`src/shared/mtr_map.svh`:
```
// constants of the memory type range block: indices, field positions, reset values, encodings
`ifndef MTR_MAP_SVH
`define MTR_MAP_SVH
`define MTR_IDX_W 16
`define MTR_IDX_CAP 16'h0100
`define MTR_IDX_DEF 16'h0101
`define MTR_IDX_FIX64K 16'h0110
`define MTR_IDX_FIX16K_FIRST 16'h0111
`define MTR_IDX_FIX16K_SECOND 16'h0112
`define MTR_IDX_FIX4K_BASE 16'h0113
`define MTR_IDX_FIX4K_LAST 16'h011A
`define MTR_NUM_FIXED 11
`define MTR_CAP_VALUE 64'h0000_0000_0000_0508
`define MTR_VAR_COUNT 8'h08
`define MTR_CAP_FIX_BIT 8
`define MTR_CAP_WC_BIT 10
`define MTR_DEF_FE_BIT 10
`define MTR_DEF_E_BIT 11
`define MTR_DEF_RESET 64'h0000_0000_0000_0000
`define MTR_FIX_RESET 64'h0000_0000_0000_0000
`define MTR_FEATURE_RANGE_BIT 12
`define MTR_TYPE_UC 8'h00
`define MTR_TYPE_WC 8'h01
`define MTR_TYPE_WT 8'h04
`define MTR_TYPE_WP 8'h05
`define MTR_TYPE_WB 8'h06
`define MTR_ADDR_W 36
`endif

```
`src/shared/mtr_pkg.sv`:
```
// types of the memory type range block
package mtr_pkg;
  typedef logic [7:0] mtr_type_t;
  typedef logic [63:0] mtr_word_t;
  typedef logic [15:0] mtr_idx_t;
  typedef enum logic [2:0] {
    MTR_IDLE = 3'b001,
    MTR_ANSWER = 3'b010,
    MTR_FAULT = 3'b100
  } mtr_state_e;
endpackage : mtr_pkg

```
`src/shared/mtr_fix_if.sv`:
```
// carrier between the range register file and the fixed-range decoder
`timescale 1ns/1ns
interface mtr_fix_if;
  logic [63:0] fixed_regs [0:10];
  logic [35:0] addr;
  logic [7:0] fixed_type;
  logic below_1m;
  modport regs (output fixed_regs, output addr, input fixed_type, input below_1m);
  modport decode (input fixed_regs, input addr, output fixed_type, output below_1m);
endinterface : mtr_fix_if

```
`src/rtl/mtr_fixed_decode.sv`:
```
// selects the fixed-range type field that covers a physical address
`timescale 1ns/1ns
module mtr_fixed_decode (
  mtr_fix_if.decode fix
);
  import mtr_pkg::*;
  logic [19:0] low;
  logic [3:0] reg_sel;
  logic [2:0] field_sel;
  logic [63:0] word;
  assign low = fix.addr[19:0];
  assign fix.below_1m = (fix.addr[35:20] == 16'h0000);
  always_comb begin
    if (low[19] == 1'b0) begin
      // 64 KiB slices of 0..7FFFF [RULE17]
      reg_sel = 4'h0;
      field_sel = low[18:16];
    end else if (low[18] == 1'b0) begin
      // 16 KiB slices of 80000..BFFFF, ascending across two registers [RULE18]
      reg_sel = {3'b000, low[17]} + 4'h1;
      field_sel = low[16:14];
    end else begin
      // 4 KiB slices of C0000..FFFFF, eight registers [RULE22]
      reg_sel = {1'b0, low[17:15]} + 4'h3;
      field_sel = low[14:12];
    end
  end
  assign word = fix.fixed_regs[reg_sel];
  // field k sits in bits 8k+7:8k and serves the k-th slice upward [RULE23]
  assign fix.fixed_type = word[{field_sel, 3'b000} +: 8];
endmodule : mtr_fixed_decode

```
`src/rtl/mtr_range_top.sv`:
```
// memory type range register file with physical address type lookup
`timescale 1ns/1ns
`include "mtr_map.svh"
// Operation
// (RULE1) type codes 0,1,4,5,6; cacheability per code
// (RULE2) reserved type code faults, register kept
// (RULE3) after reset every address is uncached
// (RULE4) capability bits 7:0 report eight ranges
// (RULE5) capability bit 8 flags fixed ranges
// (RULE6) capability bit 10 flags write-combining
// (RULE7) capability write faults; bit 9 reserved
// (RULE8) capability always reads 508H
// (RULE9) range registers readable and writable
// (RULE10) default type covers unmapped or disabled
// (RULE11) default type field only legal codes
// (RULE12) bit 10 enables fixed ranges, fixed wins
// (RULE13) fixed disabled: variable ranges cover low
// (RULE14) bit 11 global enable, else default
// (RULE15) default register reserved bits nonzero fault
// (RULE16) fixed registers hold eight 8-bit fields
// (RULE17) first fixed register: eight 64K slices
// (RULE18) two registers: sixteen 16K slices ascending
// (RULE19) range write flushes all translation entries
// (RULE20) identification feature bit 12 set
// (RULE21) software should map absent memory uncached
// (RULE22) eight registers: sixty-four 4K slices
// (RULE23) field k serves k-th slice upward
// (RULE24) combinational lookup: fixed, variable, default
module mtr_range_top (
  input wire logic sys_clk,
  input wire logic nrst,
  input wire logic model_register_read,
  input wire logic model_register_write,
  input wire mtr_pkg::mtr_idx_t reg_index,
  input wire mtr_pkg::mtr_word_t wr_data,
  output mtr_pkg::mtr_word_t rd_data,
  output logic rsp_valid,
  output logic general_protection_fault,
  output logic tlb_flush_all,
  output logic [31:0] feature_information_word,
  input wire logic [35:0] lookup_addr,
  input wire logic var_hit,
  input wire mtr_pkg::mtr_type_t var_type,
  output mtr_pkg::mtr_type_t lookup_type,
  output logic lookup_cacheable_rd,
  output logic lookup_cacheable_wr
);
  import mtr_pkg::*;

  mtr_word_t default_type_control;
  mtr_word_t fixed_range [0:`MTR_NUM_FIXED-1];
  mtr_state_e state;
  mtr_state_e next_state;
  mtr_word_t next_rd_data;
  logic wr_legal;
  logic idx_fixed;
  logic [3:0] fixed_sel;
  logic ranges_on;
  logic fixed_on;
  mtr_fix_if fix ();

  function automatic logic type_legal(input mtr_type_t t);
    case (t)
      `MTR_TYPE_UC, `MTR_TYPE_WC, `MTR_TYPE_WT, `MTR_TYPE_WP, `MTR_TYPE_WB: type_legal = 1'b1; // [RULE1]
      default: type_legal = 1'b0; // [RULE2]
    endcase
  endfunction : type_legal

  function automatic logic all_fields_legal(input mtr_word_t w);
    logic ok;
    ok = 1'b1;
    for (int k = 0; k < 8; k++) begin
      ok = ok & type_legal(w[8*k +: 8]);
    end
    all_fields_legal = ok;
  endfunction : all_fields_legal

  // identification word: only the range support flag is this block's to report
  assign feature_information_word = 32'h0000_0001 << `MTR_FEATURE_RANGE_BIT; // [RULE20]

  assign idx_fixed = (reg_index >= `MTR_IDX_FIX64K) && (reg_index <= `MTR_IDX_FIX4K_LAST);
  assign fixed_sel = 4'(reg_index - `MTR_IDX_FIX64K);

  always_comb begin
    if (reg_index == `MTR_IDX_DEF) begin
      // type must be legal and bits 8,9,63:12 zero [RULE11] [RULE15]
      wr_legal = type_legal(wr_data[7:0]) && (wr_data[9:8] == 2'b00) && (wr_data[63:12] == 52'h0);
    end else if (idx_fixed) begin
      wr_legal = all_fields_legal(wr_data); // [RULE2] [RULE16]
    end else begin
      // capability and unmapped indices always fault [RULE7]
      wr_legal = 1'b0;
    end
  end

  // default register, cleared at reset so lookups fall to uncached [RULE3]
  always_ff @(posedge sys_clk or negedge nrst) begin
    if (!nrst) begin
      default_type_control <= `MTR_DEF_RESET;
    end else if (model_register_write && wr_legal && reg_index == `MTR_IDX_DEF) begin
      default_type_control <= wr_data; // [RULE9]
    end
  end

  always_ff @(posedge sys_clk or negedge nrst) begin
    if (!nrst) begin
      for (int i = 0; i < `MTR_NUM_FIXED; i++) begin
        fixed_range[i] <= `MTR_FIX_RESET;
      end
    end else if (model_register_write && wr_legal && idx_fixed) begin
      fixed_range[fixed_sel] <= wr_data; // [RULE9] [RULE16]
    end
  end

  always_comb begin
    next_rd_data = 64'h0;
    if (reg_index == `MTR_IDX_CAP) begin
      next_rd_data = `MTR_CAP_VALUE; // [RULE4] [RULE5] [RULE6] [RULE8]
    end else if (reg_index == `MTR_IDX_DEF) begin
      next_rd_data = default_type_control; // [RULE9]
    end else if (idx_fixed) begin
      next_rd_data = fixed_range[fixed_sel];
    end
  end

  always_comb begin
    if (model_register_write) begin
      next_state = wr_legal ? MTR_ANSWER : MTR_FAULT;
    end else if (model_register_read) begin
      // reads of unmapped indices fault too
      next_state = (reg_index == `MTR_IDX_CAP || reg_index == `MTR_IDX_DEF || idx_fixed) ? MTR_ANSWER : MTR_FAULT;
    end else begin
      next_state = MTR_IDLE;
    end
  end

  always_ff @(posedge sys_clk or negedge nrst) begin
    if (!nrst) begin
      state <= MTR_IDLE;
    end else begin
      state <= next_state;
    end
  end

  always_ff @(posedge sys_clk or negedge nrst) begin
    if (!nrst) begin
      rd_data <= 64'h0;
    end else if (model_register_read && !model_register_write) begin
      rd_data <= next_rd_data;
    end
  end

  always_comb begin
    case (state)
      MTR_ANSWER: begin
        rsp_valid = 1'b1;
        general_protection_fault = 1'b0;
      end
      MTR_FAULT: begin
        rsp_valid = 1'b1;
        general_protection_fault = 1'b1; // [RULE2] [RULE7]
      end
      default: begin
        rsp_valid = 1'b0;
        general_protection_fault = 1'b0;
      end
    endcase
  end

  // any accepted range write drops global translation entries as well
  always_ff @(posedge sys_clk or negedge nrst) begin
    if (!nrst) begin
      tlb_flush_all <= 1'b0;
    end else begin
      tlb_flush_all <= model_register_write && wr_legal; // [RULE19]
    end
  end

  always_comb begin
    for (int i = 0; i < `MTR_NUM_FIXED; i++) begin
      fix.fixed_regs[i] = fixed_range[i];
    end
  end
  assign fix.addr = lookup_addr;

  mtr_fixed_decode u_fixed_decode (
    .fix(fix.decode)
  );

  assign ranges_on = default_type_control[`MTR_DEF_E_BIT]; // [RULE14]
  assign fixed_on = ranges_on && default_type_control[`MTR_DEF_FE_BIT]; // [RULE12]

  // lookup is combinational so the core can use it in the same cycle
  always_comb begin
    if (!ranges_on) begin
      lookup_type = default_type_control[7:0]; // [RULE10] [RULE14]
    end else if (fixed_on && fix.below_1m) begin
      lookup_type = fix.fixed_type; // [RULE12] [RULE24]
    end else if (var_hit) begin
      lookup_type = var_type; // [RULE13] [RULE24]
    end else begin
      lookup_type = default_type_control[7:0]; // [RULE10]
    end
  end

  // write-protected caches reads only
  assign lookup_cacheable_rd = (lookup_type == `MTR_TYPE_WT) || (lookup_type == `MTR_TYPE_WP)
                               || (lookup_type == `MTR_TYPE_WB); // [RULE1]
  assign lookup_cacheable_wr = (lookup_type == `MTR_TYPE_WT) || (lookup_type == `MTR_TYPE_WB); // [RULE1]

  logic range_written;
  always_ff @(posedge sys_clk or negedge nrst) begin
    if (!nrst) begin
      range_written <= 1'b0;
    end else if (model_register_write) begin
      range_written <= 1'b1;
    end
  end
endmodule : mtr_range_top

```
`config.mk`:
```
export PLATFORM = sky130hd
export DESIGN_NAME = mtr_range_top
export DESIGN_NICKNAME = d
export VERILOG_FILES = /design/src/shared/mtr_pkg.sv /design/src/shared/mtr_fix_if.sv /design/src/rtl/mtr_fixed_decode.sv /design/src/rtl/mtr_range_top.sv
export VERILOG_INCLUDE_DIRS = /design/src /design/src/shared
export SDC_FILE = /design/constraint.sdc
export NUM_CORES = 2
export LEC_CHECK = 0
export BUFFER_PORTS_ARGS = -buffer_cell sky130_fd_sc_hd__buf_2
export CORE_MARGIN = 3
export CORE_UTILIZATION = 30
export CTS_BUF_LIST = sky130_fd_sc_hd__clkbuf_8 sky130_fd_sc_hd__clkbuf_16
export CTS_CLUSTER_DIAMETER = 50
export DETAILED_ROUTE_END_ITERATION = 16
export PLACE_DENSITY = 0.43
export SLEW_MARGIN = 20
export SYNTH_ARGS = -nofsm -noshare
export SYNTH_HDL_FRONTEND = slang
export SYNTH_SLANG_ARGS = --single-unit
```
`constraint.sdc`:
```
create_clock -name sys_clk -period 7.3 [get_ports sys_clk]
set_clock_uncertainty 0.15 [all_clocks]
set_input_delay 1.095 -clock sys_clk [delete_from_list [all_inputs] [get_ports sys_clk]]
set_output_delay 1.095 -clock sys_clk [all_outputs]
set_load 0.005 [all_outputs]
```
==> summary.txt <==
Drt
  – Post-route ant nets: 0
  – DR iter-0 viols: 2749
  – Drt pass-1 iters: 8
  – WL/cell: 29.1 um
  – WL final: 172 mm
  – DRC Markers: 0
  – Via count: 32298
  – Vias per cell: 5.48

Timing
  – Max Clk Rate: 148 MHz
  – Min Tclk post-route: 6.77 ns
  – RSZ-0062 raised after global routing: no
  – Slew HR: 23.2%
  – Setup TNS: 0 ns
  – Post-route setup slack: 0.528 ns
  – Final hold violations: 0
  – Final period utilization: 92.8%
  – Worst slew pin tran: 1.14 ns
  – Setup-failing EPs final: 0
  – Final Max Tran Viols: 0

Critical path
  – Reg2reg setup slack: 4.72 ns
  – CP Capture Type: primary output
  – Reg-to-Reg End: rd_data[41]
  – Reg-to-reg critical path startpoint: fix.fixed_regs[489]
  – Reg2reg path depth: 5
  – Req. time, crit path: 6.05 ns
  – Crit path DAT: 5.53 ns
  – Crit path max fanout: 11
  – Startpoint types: primary input
  – CP Class: in2out

Synth
  – Yosys reg bits: 836
  – Ys flop type: dfrtp_1
  – Synth top area share: 49.1%
  – Post-synthesis cell type count: 87
  – Sequential share of the synthesized area: 49.2%
  – Number of synthesized flops with an enable pin: 0
  – Avg Cell Area, Syn: 11.2 um2
  – Post-synthesis instance total: 3789
  – Post-synthesis instance area: 42500 um2
  – Synth warn: 0
  – Async set-or-reset flop fraction in the synthesized netlist: 100%
  – Synth top area cells: dfrtp_1, mux4_2, mux2_2
  – Area leader, netlist: dfrtp_1

Floorplanning
  – Chip Height: 383 um
  – Starting Density: 30.3%
  – Row count: 137
  – Die area: 146000 um2
  – I/O Pins: 238
  – Die Wd: 383 um
  – Core area: 140000 um2

Clock network
  – Clock insertion delay at the later pin of the skew report: 0.75 ns
  – H-tree Lvls: 3
  – Post-CTS Hold Fix Bufs: 0
  – TritonCTS buffer count: 120
  – Post_cts resized: 0
  – Post-CTS setup buffer count: 0
  – Max clock buf depth: 3
  – Clock sinks: 836
  – CTS root buf: clkbuf_16
  – Clock Pin Slew Worst Setup and Hold Paths: 0.06 ns
  – CTS tree: yes

Power and ir drop
  – Maximum vdd drop: 185 uV
  – Leakage: 23.0 nW
  – Pwr dens: 236 nW/um2

Finish
  – Nets: 4041
  – Most frequent cells in the layout: dfrtp_1, nor2b_1, nand2_1, mux2_2, o21ai_0
  – Fillcell total: 13987
  – Commonest non-fill, non-tap cell in the layout: dfrtp_1
  – Share of cells above drive strength 1: 26.2%
  – P&R area growth vs syn: 18.1%

Global route
  – Vias in the first global route: 32706
  – Remaining global-route overflow: 0
  – Global-route wire length before repair: 249 mm
  – Met3 usage: 4.45%
  – GRT busiest layer: met2
  – Met2 Usage GRT: 36.3%
  – Met1 Use GR: 32.5%
  – Tot GR Track Use: 23.1%
  – Largest net degree at the start of global routing: 144
  – Initial antenna violation count: 22

Placed design
  – Post-DP HPWL: 110 mm
  – Number of port buffers: 193
  – Setup WS pre-CTS: 0.539 ns
  – Final GP Congestion: 0.837

Outcome
  – Status: finished, final reports clean

Hold path
  – Hold Path Class: in2async

Run
  – # Max-Cap Violations: 0
==> sequential cells by signal, indices dropped and copies added, names as in the netlist <==
signal and cells:
fix.fixed_regs 704, rd_data 64, default_type_control 64, tlb_flush_all 1, state 3
==> synth_stat cells (all sizes together) (7+ instances only) <==
cell and instances:
or3 7, a22oi 85, mux2i 108, nand4 30, nand2 378, a21o 7, o21ai 251, nor4 23
mux4 174, and2 67, a211oi 33, o2111ai 11, mux2 295, o221ai 22, a221o 7, o31ai 11
a221oi 28, o22ai 25, inv 39, dfrtp 835, nand3 55, o211ai 98, nor2b 446, a21oi 76
nor2 98, clkbuf 212, a311oi 13, nor3 21, and3 30, a31oi 18, nand2b 28, buf 144
a32oi 13
==> critical path, stage by stage <==
cell and delay [ns]:
buf_2 0.29, inv_1 0.08, ha_1 0.27, xnor2_1 0.59
nand2_2 0.50, nor2_1 0.84, o2111ai_1 0.25, nand4_1 0.32
nand2_1 0.20, nand4_1 0.22, nand3_1 0.31, buf_12 0.26
a211oi_2 0.13, buf_2 0.14
==> area by class of cell <==
class	count	area (um2)	share of cell area, %
timing repair buffer	326	2320	4.63
clock inverter	83	988	1.97
inverter	40	150	0.299
clock buffer	142	3310	6.58
multi-input combinational	2587	20200	40.2
sequential	836	20900	41.6
tap	1876	2350	4.67
antenna	6	15.0	0.0299
==> routing by layer <==
layer  share of wire (%)  vias up  wire (um)
li1                    -    13982          -
met1                  45    17046      78100
met2                  46      996      78900
met3                 5.9      258      10200
met4                 2.6       16       4420
met5               0.071        -        122
==> how the worst max path moves through the flow <==
stage / startpoint / to / cells past startpoint
6_report: lookup_addr[16] / lookup_cacheable_rd / 14
5_1_grt: lookup_addr[15] / lookup_cacheable_wr / 13
4_1_cts: lookup_addr[15] / lookup_cacheable_rd / 14
3_5_place_dp: lookup_addr[15] / lookup_cacheable_rd / 14
3_3_place_gp: lookup_addr[15] / lookup_cacheable_wr / 14
2_1_floorplan: lookup_addr[15] / lookup_cacheable_rd / 15
==> where the power goes <==
part	total [mW]	internal, mW	leakage (nW)	switching (mW)
registers	4.64	4.64	11.6	0.00134
logic	0.991	0.255	9.26	0.735
clock network	6.22	3.87	2.15	2.36
total	11.9	8.76	23.0	3.09
==> kinds of logic after synthesis <==
logic type | share of synthesized area (%)
mux | 19.6
other cells | 0.0177
buf+inv | 4.09
fa+ha+maj | 0.0294
flops | 49.2
compound gates | 12.2
simple gates | 14.9
xor+xnor | 0.0412
==> metrics by stage <==
step                      hold slack [ns]  utilization [%]  area [um2]  instances  power, mW
after global routing                0.338             35.8       50200       5890       12.2
after global placement              0.310             32.8       45900       5665       5.71
final                               0.318             35.8       50300       5896       11.9
after detailed placement            0.315             32.8       45900       5665       5.71
after CTS                           0.313             35.8       50200       5890       12.0
after floorplan                     0.304                -       42700       3819       5.19
Power figures use the tool's default switching activity.
